<file path="src/rtl/frx_map.svh">
// constants for the file-register execution datapath
// included by the package and the design modules; definitions only
`ifndef FRX_MAP_SVH
`define FRX_MAP_SVH
`define FRX_DATA_W 8
`define FRX_ADDR_W 7
`define FRX_ADDR_MAX 7'h7F
`define FRX_IMM_W 11
`define FRX_PC_W 13
`define FRX_PAGE_LO 3
`define FRX_PAGE_HI 4
`define FRX_DEPTH 128
`define FRX_ONE 8'h01
`define FRX_ZERO 8'h00
`define FRX_PC_RESET 13'h0000
`define FRX_OP_W 3
`define FRX_OP_NONE 3'h0
`define FRX_OP_COMPLEMENT_FILE_OP 3'h1
`define FRX_OP_DECREMENT_FILE_OP 3'h2
`define FRX_OP_INCREMENT_FILE_OP 3'h3
`define FRX_OP_DECSZ 3'h4
`define FRX_OP_INCSZ 3'h5
`define FRX_OP_BRA 3'h6
`define FRX_DEST_W 1'b0
`define FRX_DEST_F 1'b1
`endif

</file>
<file path="src/rtl/frx_pkg.sv">
// types for the file-register execution datapath
// assumes frx_map.svh is on the include path
`include "frx_map.svh"
package frx_pkg;
   typedef logic [`FRX_OP_W-1:0] frx_op_t;
   typedef logic [`FRX_DATA_W-1:0] frx_data_t;
   typedef logic [`FRX_ADDR_W-1:0] frx_addr_t;
   typedef logic [`FRX_PC_W-1:0] frx_pc_t;
   typedef logic [`FRX_IMM_W-1:0] frx_imm_t;
   typedef enum logic [2:0] {
      FRX_IDLE = 3'b001,
      FRX_EXEC = 3'b010,
      FRX_FLUSH = 3'b100
   } frx_state_t;
endpackage

</file>
<file path="src/rtl/frx_exec.sv">
// execution datapath for complement, decrement, increment, the two skip forms and the absolute branch
// assumes the decoder presents one instruction per request pulse and waits for done before the next
`timescale 1ns/100ps
`include "frx_map.svh"
module frx_exec (
   input wire logic clk, // core clock, 25 MHz
   input wire logic nrst, // asynchronous reset, active low
   input wire logic req, // one-cycle pulse: start an instruction
   input wire frx_pkg::frx_op_t op, // instruction code
   input wire frx_pkg::frx_addr_t file_addr, // file register address
   input wire logic dest_sel, // 0 accumulator, 1 file register
   input wire frx_pkg::frx_imm_t branch_imm, // branch immediate
   input wire frx_pkg::frx_data_t program_page_latch, // page latch contents
   input wire frx_pkg::frx_pc_t pc_in, // counter of the running instruction
   input wire logic ext_wr_en, // preload a file register
   input wire frx_pkg::frx_addr_t ext_wr_addr, // preload address
   input wire frx_pkg::frx_data_t ext_wr_data, // preload data
   output frx_pkg::frx_data_t acc_out, // working accumulator
   output logic zero_flag, // zero status flag
   output frx_pkg::frx_pc_t pc_out, // program counter
   output logic busy, // instruction in progress
   output logic done, // one-cycle pulse: instruction cycle ended
   output logic skip_nop, // one-cycle pulse: next instruction replaced by no-op
   output frx_pkg::frx_data_t result_out // last result
);
   import frx_pkg::*;

   logic rst_meta_r;
   logic rst_sync_r;
   frx_state_t state_r;
   frx_op_t op_r;
   frx_addr_t addr_r;
   logic dest_r;
   frx_imm_t imm_r;
   logic [`FRX_PAGE_HI-`FRX_PAGE_LO:0] page_r;
   frx_data_t rd_data;
   frx_data_t res_nxt;
   logic mem_wr;
   frx_addr_t mem_waddr;
   frx_data_t mem_wdata;
   logic is_skip;
   logic is_flagop;
   logic res_zero;
   logic in_idle;
   logic in_exec;
   logic in_flush;
   logic is_branch;
   logic skip_taken;
   logic take_req;
   logic exec_writes;

   // reset released through two stages so all logic leaves reset on the same edge
   always_ff @(posedge clk or negedge nrst) begin
      if (!nrst) begin
         rst_meta_r <= 1'b0;
         rst_sync_r <= 1'b0;
      end else begin
         rst_meta_r <= 1'b1;
         rst_sync_r <= rst_meta_r;
      end
   end

   always_comb begin
      unique case (op_r)
         `FRX_OP_COMPLEMENT_FILE_OP: res_nxt = ~rd_data;
         `FRX_OP_DECREMENT_FILE_OP, `FRX_OP_DECSZ: res_nxt = rd_data - `FRX_ONE;
         `FRX_OP_INCREMENT_FILE_OP, `FRX_OP_INCSZ: res_nxt = rd_data + `FRX_ONE;
         default: res_nxt = rd_data;
      endcase
   end

   assign res_zero = (res_nxt == `FRX_ZERO);
   assign is_skip = (op_r == `FRX_OP_DECSZ) || (op_r == `FRX_OP_INCSZ);
   assign is_flagop = (op_r == `FRX_OP_COMPLEMENT_FILE_OP) || (op_r == `FRX_OP_DECREMENT_FILE_OP) || (op_r == `FRX_OP_INCREMENT_FILE_OP);

   // state decodes shared by the datapath, the operand capture and the status pulses
   assign in_idle = (state_r == FRX_IDLE);
   assign in_exec = (state_r == FRX_EXEC);
   assign in_flush = (state_r == FRX_FLUSH);
   assign is_branch = (op_r == `FRX_OP_BRA);
   // a skip form costs the extra cycle only when its result is zero
   assign skip_taken = is_skip && res_zero;
   assign take_req = in_idle && req;
   assign exec_writes = in_exec && (is_flagop || is_skip);

   // preload port is blocked while an instruction writes so the result is never lost
   always_comb begin
      if (exec_writes && dest_r == `FRX_DEST_F) begin
         mem_wr = 1'b1;
         mem_waddr = addr_r;
         mem_wdata = res_nxt;
      end else begin
         mem_wr = ext_wr_en && in_idle;
         mem_waddr = ext_wr_addr;
         mem_wdata = ext_wr_data;
      end
   end

   frx_file_mem #(
      .DATA_W(`FRX_DATA_W),
      .ADDR_W(`FRX_ADDR_W),
      .DEPTH(`FRX_DEPTH)
   ) u_mem (
      .clk(clk),
      .wr_en(mem_wr),
      .wr_addr(mem_waddr),
      .wr_data(mem_wdata),
      .rd_addr(file_addr),
      .rd_data(rd_data)
   );

   // operands captured at request; the memory reads in the same edge
   always_ff @(posedge clk or negedge rst_sync_r) begin
      if (!rst_sync_r) begin
         op_r <= `FRX_OP_NONE;
         addr_r <= '0;
         dest_r <= `FRX_DEST_W;
         imm_r <= '0;
         page_r <= '0;
      end else if (take_req) begin
         op_r <= op;
         addr_r <= file_addr;
         dest_r <= dest_sel;
         imm_r <= branch_imm;
         page_r <= program_page_latch[`FRX_PAGE_HI:`FRX_PAGE_LO];
      end
   end

   // sequencer: one exec cycle, plus a flush cycle for a branch or a taken skip
   always_ff @(posedge clk or negedge rst_sync_r) begin
      if (!rst_sync_r) begin
         state_r <= FRX_IDLE;
      end else begin
         unique case (state_r)
            FRX_IDLE: if (req) state_r <= FRX_EXEC;
            FRX_EXEC: begin
               if (op_r == `FRX_OP_BRA) begin
                  state_r <= FRX_FLUSH;
               end else if (is_skip && res_zero) begin
                  state_r <= FRX_FLUSH;
               end else begin
                  state_r <= FRX_IDLE;
               end
            end
            FRX_FLUSH: state_r <= FRX_IDLE;
         endcase
      end
   end

   always_ff @(posedge clk or negedge rst_sync_r) begin
      if (!rst_sync_r) begin
         acc_out <= `FRX_ZERO;
      end else if (exec_writes && dest_r == `FRX_DEST_W) begin
         acc_out <= res_nxt;
      end
   end

   // result_out shows every arithmetic result, whichever destination took it
   always_ff @(posedge clk or negedge rst_sync_r) begin
      if (!rst_sync_r) begin
         result_out <= `FRX_ZERO;
      end else if (exec_writes) begin
         result_out <= res_nxt;
      end
   end

   // skip forms and the branch leave the flag alone
   always_ff @(posedge clk or negedge rst_sync_r) begin
      if (!rst_sync_r) begin
         zero_flag <= 1'b0;
      end else if (state_r == FRX_EXEC && is_flagop) begin
         zero_flag <= res_zero;
      end
   end

   // counter: branch target, or one ahead per ended instruction, two past a skipped one
   always_ff @(posedge clk or negedge rst_sync_r) begin
      if (!rst_sync_r) begin
         pc_out <= `FRX_PC_RESET;
      end else if (state_r == FRX_EXEC) begin
         if (op_r == `FRX_OP_BRA) begin
            pc_out <= {page_r, imm_r};
         end else begin
            pc_out <= pc_in + `FRX_PC_W'(1);
         end
      end else if (state_r == FRX_FLUSH && op_r != `FRX_OP_BRA) begin
         pc_out <= pc_out + `FRX_PC_W'(1);
      end
   end

   always_ff @(posedge clk or negedge rst_sync_r) begin
      if (!rst_sync_r) begin
         busy <= 1'b0;
      end else if (in_idle) begin
         busy <= req;
      end else if (in_exec) begin
         busy <= is_branch || skip_taken;
      end else begin
         busy <= 1'b0;
      end
   end

   // done stands in the cycle after the last cycle of every instruction, one or two cycles long
   always_ff @(posedge clk or negedge rst_sync_r) begin
      if (!rst_sync_r) begin
         done <= 1'b0;
      end else begin
         done <= (in_exec && !is_branch && !skip_taken) || in_flush;
      end
   end

   // stands in the cycle of the no-op that replaces the skipped instruction
   always_ff @(posedge clk or negedge rst_sync_r) begin
      if (!rst_sync_r) begin
         skip_nop <= 1'b0;
      end else begin
         skip_nop <= in_exec && skip_taken;
      end
   end
endmodule

</file>
<file path="src/rtl/frx_file_mem.sv">
// file register memory, one write port and one registered read port
// assumes a single clock; read data appear one cycle after the address
`timescale 1ns/100ps
`include "frx_map.svh"
module frx_file_mem #(
   parameter int DATA_W = `FRX_DATA_W,
   parameter int ADDR_W = `FRX_ADDR_W,
   parameter int DEPTH = `FRX_DEPTH
) (
   input wire logic clk, // core clock
   input wire logic wr_en, // write strobe
   input wire logic [ADDR_W-1:0] wr_addr, // write address
   input wire logic [DATA_W-1:0] wr_data, // write data
   input wire logic [ADDR_W-1:0] rd_addr, // read address
   output logic [DATA_W-1:0] rd_data // registered read data
);
   logic [DATA_W-1:0] mem [DEPTH];

   always_ff @(posedge clk) begin
      if (wr_en) begin
         mem[wr_addr] <= wr_data;
      end
   end

   always_ff @(posedge clk) begin
      rd_data <= mem[rd_addr];
   end
endmodule

</file>
<file path="config.mk">
export PLATFORM = sky130hd
export DESIGN_NAME = frx_exec
export DESIGN_NICKNAME = d
export VERILOG_FILES = /design/src/rtl/frx_pkg.sv /design/src/rtl/frx_exec.sv /design/src/rtl/frx_file_mem.sv
export VERILOG_INCLUDE_DIRS = /design/src /design/src/rtl
export SDC_FILE = /design/constraint.sdc
export NUM_CORES = 1
export LEC_CHECK = 0
export ABC_AREA = 1
export CAP_MARGIN = 10
export CORE_MARGIN = 2
export CORE_UTILIZATION = 38
export CTS_CLUSTER_SIZE = 20
export DETAILED_ROUTE_END_ITERATION = 7
export DONT_BUFFER_PORTS = 1
export SLEW_MARGIN = 5
export SYNTH_ARGS = -nofsm -noshare
export SYNTH_HDL_FRONTEND = slang
export SYNTH_HIERARCHICAL = 1
export SYNTH_SLANG_ARGS = --single-unit
</file>
<file path="constraint.sdc">
create_clock -name clk -period 2.3 [get_ports clk]
set_clock_uncertainty 0.15 [all_clocks]
set_input_delay 0.46 -clock clk [delete_from_list [all_inputs] [get_ports clk]]
set_output_delay 0.46 -clock clk [all_outputs]
set_load 0.02 [all_outputs]
</file>
==> metrics.txt, run 1 <==
# TYPE chip_impl_metric gauge
chip_impl_metric{name="finish.net_count",unit=""} 4462
chip_impl_metric{name="postSynthRegisterBits",unit=""} 1094
chip_impl_metric{name="cap_viol_max_count",unit=""} 0
chip_impl_metric{name="antenna_left",unit=""} 0
chip_impl_metric{name="p_per_area",unit="nW/µm²"} 973
chip_impl_metric{name="grtUsageTotal",unit=""} 0.204
chip_impl_metric{name="power_share_of_the_clock_group",unit=""} 0.327
chip_impl_metric{name="num_rows",unit=""} 127
chip_impl_metric{name="period_needed",unit="ps"} 2800
chip_impl_metric{name="fmax",unit="GHz"} 0.357
chip_impl_info{name="hold_class",value="input port to flip-flop"} 1
chip_impl_metric{name="crit_required",unit="ps"} 2580
chip_impl_metric{name="syn_inst",unit=""} 4056
chip_impl_info{name="hold_end",value="u_mem/rd_data[3]"} 1
chip_impl_metric{name="clock_sinks",unit=""} 1094
chip_impl_info{name="cts_tree",value="built"} 1
chip_impl_metric{name="grt_start_max_net_pins",unit=""} 515
chip_impl_metric{name="yosys.area_share.adder",unit=""} 0.00289
chip_impl_metric{name="yosysTopAreaCellShare",unit=""} 0.670
chip_impl_metric{name="pwr-share-seq",unit=""} 0.454
chip_impl_metric{name="detail_route.first_pass.iterations",unit=""} 8
chip_impl_info{name="cp-start-kind",value="flip-flop"} 1
chip_impl_metric{name="detail_route.wl_per_cell",unit="µm"} 21.5
chip_impl_metric{name="mappedNetlistArea",unit="µm²"} 45900
chip_impl_metric{name="internal_power_consumption",unit="mW"} 38.8
chip_impl_metric{name="synthDistinctLibCells",unit=""} 48
chip_impl_metric{name="reg2reg_depth",unit=""} 14
chip_impl_metric{name="initial_utilization",unit=""} 0.383
chip_impl_info{name="timing.setup.critical_path_class",value="flip-flop to flip-flop"} 1
chip_impl_metric{name="timing.final.max_slew_violations",unit=""} 0
chip_impl_metric{name="power.ir.vdd_worst",unit="mV"} 0.704
chip_impl_metric{name="fillerInstances",unit=""} 10800
chip_impl_metric{name="synth_warnings",unit=""} 6
chip_impl_metric{name="area_fraction_in_compound_gates_after_synthesis",unit=""} 0.00987
chip_impl_metric{name="p_sw",unit="mW"} 15.7
chip_impl_metric{name="syn-num-nets",unit=""} 4128
chip_impl_info{name="ys_dominant_reg_cell",value="sky130_fd_sc_hd__edfxtp_1"} 1
chip_impl_metric{name="synth_xor_xnor_area_share",unit=""} 0.00210
chip_impl_info{name="synth_top_cells_by_area",value="sky130_fd_sc_hd__edfxtp_1 (67%), sky130_fd_sc_hd__nand2_1 (11%), sky130_fd_sc_hd__nand3_1 (11%), sky130_fd_sc_hd__dfrtp_1 (3.3%), sky130_fd_sc_hd__nor2_1 (1.4%)"} 1
chip_impl_info{name="violations_in_the_final_reports",value="negative setup slack"} 1
chip_impl_metric{name="async_flop_share",unit=""} 0.0567
chip_impl_info{name="endpoint_kind",value="flip-flop"} 1
chip_impl_info{name="crit_start",value="op_r[2]"} 1
chip_impl_metric{name="ctsHtreeMaxLevel",unit=""} 3
chip_impl_metric{name="rrSetupSlack",unit="ps"} -500
chip_impl_metric{name="instances_no_fill",unit=""} 6089
chip_impl_metric{name="number_of_input_and_output_port_buffers_inserted",unit=""} 0
chip_impl_metric{name="cts-buffers-inserted",unit=""} 112
chip_impl_metric{name="top_level_ports",unit=""} 95
chip_impl_metric{name="area_delta_synth_final",unit="%"} 21.9
chip_impl_metric{name="dpl_worst_slack",unit="ps"} -617
chip_impl_info{name="hold_path.startpoint",value="file_addr[4]"} 1
chip_impl_metric{name="drive_above_1_share",unit=""} 0.167
chip_impl_metric{name="placed_cells_incl_taps",unit=""} 5816
chip_impl_metric{name="core_area",unit="µm²"} 120000
chip_impl_metric{name="gp_congestion",unit=""} 0.874
chip_impl_info{name="largest_family_of_logic_cells_by_synthesized_area",value="simple AND/OR/NAND/NOR gates"} 1
chip_impl_info{name="rr_endpoint",value="u_mem/mem[103][5]"} 1
chip_impl_metric{name="cts_buffer_depth",unit=""} 3
chip_impl_info{name="netlist.top_cell.by_area",value="sky130_fd_sc_hd__edfxtp_1"} 1
chip_impl_info{name="regToRegStartpoint",value="op_r[2]"} 1
chip_impl_metric{name="final.period_utilization",unit=""} 1.22
chip_impl_metric{name="dp_hpwl",unit="µm"} 80100
chip_impl_metric{name="routed_wl",unit="µm"} 131000
chip_impl_metric{name="yosys.area_share.simple",unit=""} 0.235
chip_impl_metric{name="leakage_power_summed_over_all_cells",unit="nW"} 20.7
chip_impl_metric{name="worst_ep_arrival_time",unit="ps"} 3080
chip_impl_metric{name="diodes_inserted",unit=""} 0
chip_impl_metric{name="final_critical_path_setup_slack",unit="ps"} -498
chip_impl_metric{name="global_route.overflow_total",unit=""} 0
chip_impl_metric{name="worstSkewPairLatency",unit="ps"} 710
chip_impl_metric{name="avgSynthCellArea",unit="µm²"} 11.3
chip_impl_metric{name="detailedRoute.firstIterationViolations",unit=""} 3716
chip_impl_metric{name="first_global_vias",unit=""} 30600
chip_impl_metric{name="post-route-drc-count",unit=""} 0
chip_impl_metric{name="synth-seq-area-share",unit=""} 0.707
chip_impl_info{name="result_of_the_run",value="finished with violations"} 1
chip_impl_metric{name="antenna_found_initial",unit=""} 4
chip_impl_metric{name="hold_path_depth",unit=""} 5
chip_impl_metric{name="post_cts_clock_slew_at_the_launch_and_capture_registers_of_the_worst_setup_and_hold_paths",unit="ps"} 60
chip_impl_metric{name="cp_max_fo",unit=""} 7
chip_impl_metric{name="detailroute.via_count",unit=""} 32000
chip_impl_metric{name="final_setup_viols",unit=""} 2066
chip_impl_metric{name="fin_util",unit=""} 0.467
chip_impl_metric{name="finalHoldViolCount",unit=""} 0
chip_impl_info{name="clock-root-buffer",value="sky130_fd_sc_hd__clkbuf_16"} 1
chip_impl_metric{name="synth_edf_count",unit=""} 1024
chip_impl_metric{name="dieHeight",unit="µm"} 352
chip_impl_metric{name="vias_per_cell",unit=""} 5.26
chip_impl_metric{name="dieWidth",unit="µm"} 352
chip_impl_info{name="rsz0062_at_grt",value="yes"} 1
chip_impl_metric{name="comb_power_share",unit=""} 0.219
chip_impl_metric{name="tightestPinTransition",unit="ps"} 656
chip_impl_metric{name="global_route_wire_length_before_repair",unit="µm"} 191000
chip_impl_metric{name="slew_headroom",unit=""} 0.563
chip_impl_metric{name="sw_frac_of_total",unit=""} 0.288
chip_impl_metric{name="design.die.area",unit="µm²"} 124000
chip_impl_metric{name="yosys-mux-area-fraction",unit=""} 0.00589
==> through the flow <==
stage               setup TNS [ps]  hold slack [ps]  area (µm²)  total power [mW]
detailed placement         -823810             14.5       50700              35.6
global route              -1076860             20.4       56000              56.4
finish                     -774790             30.7       56000              54.5
CTS                        -720700             2.43       54900              53.6
global placement           -783100             14.5       50700              35.5
floorplan                 -1548670             14.4       46000              30.3
==> Yosys cell counts, drive strengths merged, types with 2 or more instances <==
cell,count
a211oi,2
nand3,964
mux2,24
xor2,8
nand4,8
nor2,179
nand3b,2
dfrtp,61
clkbuf,40
dfxtp,8
nor3,20
nand2,1343
buf,203
o21ai,27
o211ai,4
o21a,6
o32ai,3
ha,9
a31oi,8
xnor2,3
a21oi,20
edfxtp,1024
inv,78
==> critical path, cell delays in order (launching register included) <==
cell,delay [ps]
sky130_fd_sc_hd__dfrtp_1,390
sky130_fd_sc_hd__buf_4,150
sky130_fd_sc_hd__nand2_4,70
sky130_fd_sc_hd__nand3_4,180
sky130_fd_sc_hd__ha_4,370
sky130_fd_sc_hd__nand2_2,60
sky130_fd_sc_hd__nor2_2,90
sky130_fd_sc_hd__nand2_1,80
sky130_fd_sc_hd__nand3_1,90
sky130_fd_sc_hd__nand2_1,70
sky130_fd_sc_hd__nand3_2,110
sky130_fd_sc_hd__nand2_4,90
sky130_fd_sc_hd__nand2_8,190
sky130_fd_sc_hd__nand2_8,180
sky130_fd_sc_hd__clkbuf_16,240
==> worst max-delay path by stage <==
stage                              to  slack [ps]  cells past startpoint
floorplan             u_mem/mem[0][4]        -930                     10
CTS                  u_mem/mem[32][7]        -460                     14
global placement    u_mem/mem[126][5]        -620                     13
detailed placement  u_mem/mem[126][2]        -620                     14
global route        u_mem/mem[122][4]        -640                     13
finish              u_mem/mem[103][5]        -500                     14
==> state kept, by name, indices dropped and copies added, names as in the netlist <==
signal	cells
u_mem/mem	1024
pc_out	13
imm_r	11
acc_out	8
result_out	8
u_mem/rd_data	8
addr_r	7
op_r	3
state_r	3
page_r	2
busy	1
dest_r	1
done	1
rst_meta_r	1
rst_sync_r	1
skip_nop	1
zero_flag	1
==> cells in the final DEF, fill, tap and decap left out, types with 5 or more instances in the layout <==
cell type / synthesis / routed
sky130_fd_sc_hd__nand2_1: 1341 / 1298
sky130_fd_sc_hd__edfxtp_1: 1024 / 1024
sky130_fd_sc_hd__nand3_1: 963 / 959
sky130_fd_sc_hd__buf_4: 41 / 268
sky130_fd_sc_hd__clkbuf_16: 0 / 123
sky130_fd_sc_hd__nor2_1: 175 / 120
sky130_fd_sc_hd__buf_12: 0 / 83
sky130_fd_sc_hd__dfrtp_1: 61 / 60
sky130_fd_sc_hd__inv_1: 71 / 56
sky130_fd_sc_hd__buf_6: 24 / 48
sky130_fd_sc_hd__dlygate4sd3_1: 0 / 46
sky130_fd_sc_hd__nor2_2: 1 / 39
sky130_fd_sc_hd__nand2_2: 2 / 30
sky130_fd_sc_hd__clkbuf_1: 40 / 29
sky130_fd_sc_hd__mux2_2: 24 / 24
sky130_fd_sc_hd__clkinv_1: 1 / 23
sky130_fd_sc_hd__nor2_4: 3 / 20
sky130_fd_sc_hd__a21oi_1: 20 / 19
sky130_fd_sc_hd__o21ai_0: 25 / 19
sky130_fd_sc_hd__inv_2: 5 / 14
sky130_fd_sc_hd__nor3_1: 19 / 11
sky130_fd_sc_hd__nand2_4: 0 / 10
sky130_fd_sc_hd__bufinv_16: 0 / 10
sky130_fd_sc_hd__nand4_1: 8 / 8
sky130_fd_sc_hd__nor3_4: 1 / 8
sky130_fd_sc_hd__a31oi_1: 8 / 8
sky130_fd_sc_hd__xor2_1: 8 / 8
sky130_fd_sc_hd__clkinv_2: 0 / 8
sky130_fd_sc_hd__dfxtp_1: 8 / 8
sky130_fd_sc_hd__nand2_8: 0 / 7
sky130_fd_sc_hd__clkinvlp_4: 0 / 7
sky130_fd_sc_hd__o21ai_4: 1 / 6
sky130_fd_sc_hd__o21a_1: 6 / 6
sky130_fd_sc_hd__clkbuf_8: 0 / 6
sky130_fd_sc_hd__buf_16: 0 / 6
sky130_fd_sc_hd__ha_4: 0 / 5
sky130_fd_sc_hd__inv_6: 0 / 5
==> per-layer routing <==
metal | share of wire | global-route usage | vias up
met2 | 0.46 | 0.323 | 1364
met1 | 0.42 | 0.290 | 15600
li1 | - | - | 14900
met4 | 0.031 | 0.0594 | 4
met5 | 0.00021 | 0 | -
met3 | 0.088 | 0.0335 | 233
==> what timing repair did <==
item | CTS | global route
gates cloned | 0 | 15
endpoints found under the hold margin | 49 | 0
resized for setup | 56 | 172
endpoints found under the setup margin | 1955 | 2071
hold buffers | 46 | 0
pin swaps | 7 | 30
buffers inserted | 3 | 9
==> cell type report <==
class	count	area, µm²	share of cell area
sequential	1094	32500	0.580
timing repair buffer	461	5080	0.0908
tap	1612	2020	0.0360
multi-input combinational	2642	12500	0.223
clock buffer	149	3040	0.0544
clock inverter	52	544	0.00973
inverter	79	344	0.00615
==> power groups by stage <==
stage          Clock [mW]  Sequential [mW]  Combinational, mW
6_report             17.8             24.7               11.9
5_1_grt              18.9             24.8               12.8
4_1_cts              18.1             24.7               10.8
3_5_place_dp            0             25.1               10.5
3_3_place_gp            0             25.1               10.4
2_1_floorplan           0             25.2               5.13
==> logic make-up after synthesis <==
kind of cell,after synthesis
other,1
and+or+nand+nor,2519
xor gates and xnor gates,11
DFF,1094
AOI/OAI and AO/OA,75
adders and majority gates,10
muxes,24
buffers and inverters,322
Note: power is estimated with default switching activity, not from simulation.
==> inputs of run 2 (changes only) <==
Settings changed: CELL_PAD_IN_SITES_DETAIL_PLACEMENT set to 1, CELL_PAD_IN_SITES_GLOBAL_PLACEMENT set to 1, PLACE_DENSITY_LB_ADDON set to 0.1, TNS_END_PERCENT set to 100.
Clock period 2.3 ns to 3.55 ns, I/O delays scaled along.
==> run 2 against run 1 <==
Net effect:
- the run now ends clean
- wire length grew 3.6%
- clock power shrank 34%
- worst hold slack gained 25 ps
- combinational power shrank 53%
- final area shrank 5.5%
- core utilization shrank 2.6 points
- total power shrank 39%
- setup slack gained 660 ps
- sequential power shrank 35%
==> metrics.txt, run 2 (synthesis results as in run 1) <==
# TYPE chip_impl_metric gauge
chip_impl_metric{name="hold_path_depth",unit=""} 2
chip_impl_metric{name="detailroute.via_count",unit=""} 30600
chip_impl_metric{name="cts-buffers-inserted",unit=""} 119
chip_impl_metric{name="detail_route.first_pass.iterations",unit=""} 5
chip_impl_info{name="cts_tree",value="built"} 1
chip_impl_info{name="critical_path.cell_chain",value="nor3_4 -> o211ai_1 -> o21ai_4 -> nand2_8 -> clkinvlp_4 -> nand2_1 -> nand2_1 -> inv_1 -> nor3_1 -> nand2_1 -> buf_4 -> nor2_1 -> buf_4"} 1
chip_impl_metric{name="final_critical_path_setup_slack",unit="ps"} 163
chip_impl_metric{name="worst_path_largest_cell_delay",unit="ps"} 420
chip_impl_metric{name="tightestPinTransition",unit="ps"} 1040
chip_impl_info{name="result_of_the_run",value="finished, final reports clean"} 1
chip_impl_metric{name="drive_above_1_share",unit=""} 0.107
chip_impl_info{name="timing.setup.critical_path_class",value="flip-flop to flip-flop"} 1
chip_impl_metric{name="power.ir.vdd_worst",unit="mV"} 0.396
chip_impl_metric{name="worstSkewPairLatency",unit="ps"} 710
chip_impl_metric{name="finish.net_count",unit=""} 4258
chip_impl_metric{name="core_area",unit="µm²"} 120000
chip_impl_metric{name="clock_sinks",unit=""} 1094
chip_impl_info{name="clock-root-buffer",value="sky130_fd_sc_hd__clkbuf_16"} 1
chip_impl_metric{name="leakage_power_summed_over_all_cells",unit="nW"} 19.3
chip_impl_metric{name="dieHeight",unit="µm"} 352
chip_impl_metric{name="slew_headroom",unit=""} 0.304
chip_impl_metric{name="cp_max_fo",unit=""} 13
chip_impl_metric{name="first_global_vias",unit=""} 31300
chip_impl_info{name="cp-start-kind",value="flip-flop"} 1
chip_impl_metric{name="vias_per_cell",unit=""} 5.19
chip_impl_metric{name="rrSetupSlack",unit="ps"} 160
chip_impl_metric{name="number_of_input_and_output_port_buffers_inserted",unit=""} 0
chip_impl_metric{name="detailedRoute.firstIterationViolations",unit=""} 2210
chip_impl_metric{name="period_needed",unit="ps"} 3390
chip_impl_metric{name="placed_area",unit="µm²"} 48900
chip_impl_info{name="critPathSlowestCell",value="sky130_fd_sc_hd__dfrtp_1"} 1
chip_impl_metric{name="worst_ep_arrival_time",unit="ps"} 3630
chip_impl_metric{name="total_power",unit="mW"} 33.5
chip_impl_metric{name="final_setup_viols",unit=""} 0
chip_impl_info{name="hold_path.startpoint",value="file_addr[6]"} 1
chip_impl_metric{name="grtUsageTotal",unit=""} 0.220
chip_impl_info{name="largest_register",value="u_mem/mem"} 1
chip_impl_metric{name="grt_start_max_net_pins",unit=""} 515
chip_impl_metric{name="largest_register_ffs",unit=""} 1024
chip_impl_metric{name="post_cts_clock_slew_at_the_launch_and_capture_registers_of_the_worst_setup_and_hold_paths",unit="ps"} 60
chip_impl_metric{name="final.period_utilization",unit=""} 0.954
chip_impl_metric{name="placed_cells_incl_taps",unit=""} 5654
chip_impl_metric{name="dieWidth",unit="µm"} 352
chip_impl_metric{name="initial_utilization",unit=""} 0.383
chip_impl_info{name="top_library_cells_by_usage_in_the_layout_fill_and_taps_aside",value="sky130_fd_sc_hd__nand2_1 (1331), sky130_fd_sc_hd__edfxtp_1 (1024), sky130_fd_sc_hd__nand3_1 (961)"} 1
chip_impl_metric{name="instances_no_fill",unit=""} 5889
chip_impl_metric{name="cap_viol_max_count",unit=""} 0
chip_impl_metric{name="ctsHtreeMaxLevel",unit=""} 3
chip_impl_info{name="timing.critical_path.mode_cell",value="sky130_fd_sc_hd__nand2_1"} 1
chip_impl_metric{name="post-route-drc-count",unit=""} 0
chip_impl_metric{name="antenna_left",unit=""} 0
chip_impl_metric{name="fmax",unit="GHz"} 0.295
chip_impl_info{name="hold_class",value="input port to flip-flop"} 1
chip_impl_metric{name="fin_util",unit=""} 0.441
chip_impl_metric{name="top_level_ports",unit=""} 95
chip_impl_metric{name="detail_route.wl_per_cell",unit="µm"} 23.0
chip_impl_info{name="regToRegStartpoint",value="state_r[2]"} 1
chip_impl_metric{name="fillerInstances",unit=""} 12800
chip_impl_info{name="largestRegisters",value="u_mem/mem (1024), pc_out (13), imm_r (11)"} 1
chip_impl_metric{name="routed_wl",unit="µm"} 136000
chip_impl_info{name="rr_endpoint",value="u_mem/mem[95][4]"} 1
chip_impl_metric{name="global_route.overflow_total",unit=""} 0
chip_impl_metric{name="timing.final.max_slew_violations",unit=""} 0
chip_impl_metric{name="p_per_area",unit="nW/µm²"} 633
chip_impl_info{name="rsz0062_at_grt",value="yes"} 1
chip_impl_metric{name="finalHoldViolCount",unit=""} 0
chip_impl_metric{name="area_delta_synth_final",unit="%"} 15.1
chip_impl_info{name="endpoint_kind",value="flip-flop"} 1
chip_impl_metric{name="cts_buffer_depth",unit=""} 3
chip_impl_metric{name="design.die.area",unit="µm²"} 124000
chip_impl_metric{name="crit_required",unit="ps"} 3790
chip_impl_metric{name="antenna_found_initial",unit=""} 10
chip_impl_metric{name="dpl_worst_slack",unit="ps"} -289
chip_impl_metric{name="dp_hpwl",unit="µm"} 79900
chip_impl_metric{name="finish.instance_area",unit="µm²"} 52800
chip_impl_metric{name="reg2reg_depth",unit=""} 13
chip_impl_info{name="final_common_cell",value="sky130_fd_sc_hd__nand2_1"} 1
chip_impl_info{name="hold_end",value="u_mem/rd_data[5]"} 1
chip_impl_metric{name="num_rows",unit=""} 127
chip_impl_metric{name="gp_congestion",unit=""} 0.782
chip_impl_metric{name="global_route_wire_length_before_repair",unit="µm"} 202000
run 2: changes by cell type in the layout (fill, tap and decap cells not counted), moves of 14 or more:
cell and delta:
sky130_fd_sc_hd__buf_12 -41, sky130_fd_sc_hd__buf_4 -80, sky130_fd_sc_hd__buf_6 -48, sky130_fd_sc_hd__clkinv_2 +15, sky130_fd_sc_hd__dlygate4sd3_1 -26, sky130_fd_sc_hd__inv_1 +14, sky130_fd_sc_hd__nand2_1 +33, sky130_fd_sc_hd__nand2_2 -22
sky130_fd_sc_hd__nor2_1 +51, sky130_fd_sc_hd__nor2_2 -34, sky130_fd_sc_hd__nor2_4 -17
run 2: metrics by stage:
stage | hold WS (ps) | TNS (ps)
3_3_place_gp | 114 | -48130
2_1_floorplan | 181 | 0
5_1_grt | 37.5 | -2930
3_5_place_dp | 117 | -78720
4_1_cts | 13.0 | 0
6_report | 55.7 | 0
run 2: per-layer routing:
metal	up-vias	global-route usage	wire length, µm
met2	550	0.359	63500
met5	-	0	65
li1	14400	-	-
met1	15400	0.303	62300
met4	10	0.0587	3540
met3	183	0.0370	6200
run 2: critical path: cells and delay by family (launching register included):
family / cells / cell delay [ps]
compound gates: 2 / 430
simple gates: 7 / 1210
flops: 1 / 420
buf+inv: 4 / 830
run 2: layout make-up:
class / instances / area (µm²) / share of cell area
clock buffers: 145 / 3120 / 0.0590
clock inverters: 66 / 520 / 0.00985
well taps: 1612 / 2020 / 0.0382
repair buffers: 252 / 2500 / 0.0474
diodes: 1 / 2.50 / 0.0000474
inverters: 79 / 329 / 0.00623
multi-input cells: 2640 / 11900 / 0.225
flip-flops and latches: 1094 / 32500 / 0.614
run 2: timing repair:
action,CTS,global route
hold endpoints to repair,21,0
pin swaps,0,2
cloned,0,1
setup buffers,0,2
hold buffers,20,0
resized for setup,8,11
setup endpoints to repair,648,1189
run 2: where the power goes:
group	total, mW	leakage (nW)	internal [mW]	switching (mW)
combinational	5.59	7.54	1.60	4.00
sequential	16.1	10.0	15.5	0.552
clock	11.8	1.79	6.75	5.06
run 2: how the worst max path moves through the flow:
| stage | to | from | cells after the start | slack [ps] |
|---|---|---|---|---|
| 2_1_floorplan | u_mem/mem[0][3] | op_r[1] | 10 | 10 |
| 3_3_place_gp | u_mem/mem[49][1] | state_r[2] | 12 | -220 |
| 3_5_place_dp | u_mem/mem[48][4] | state_r[2] | 12 | -290 |
| 4_1_cts | u_mem/mem[36][1] | state_r[2] | 11 | 40 |
| 5_1_grt | u_mem/mem[29][3] | state_r[2] | 13 | -60 |
| 6_report | u_mem/mem[95][4] | state_r[2] | 13 | 160 |
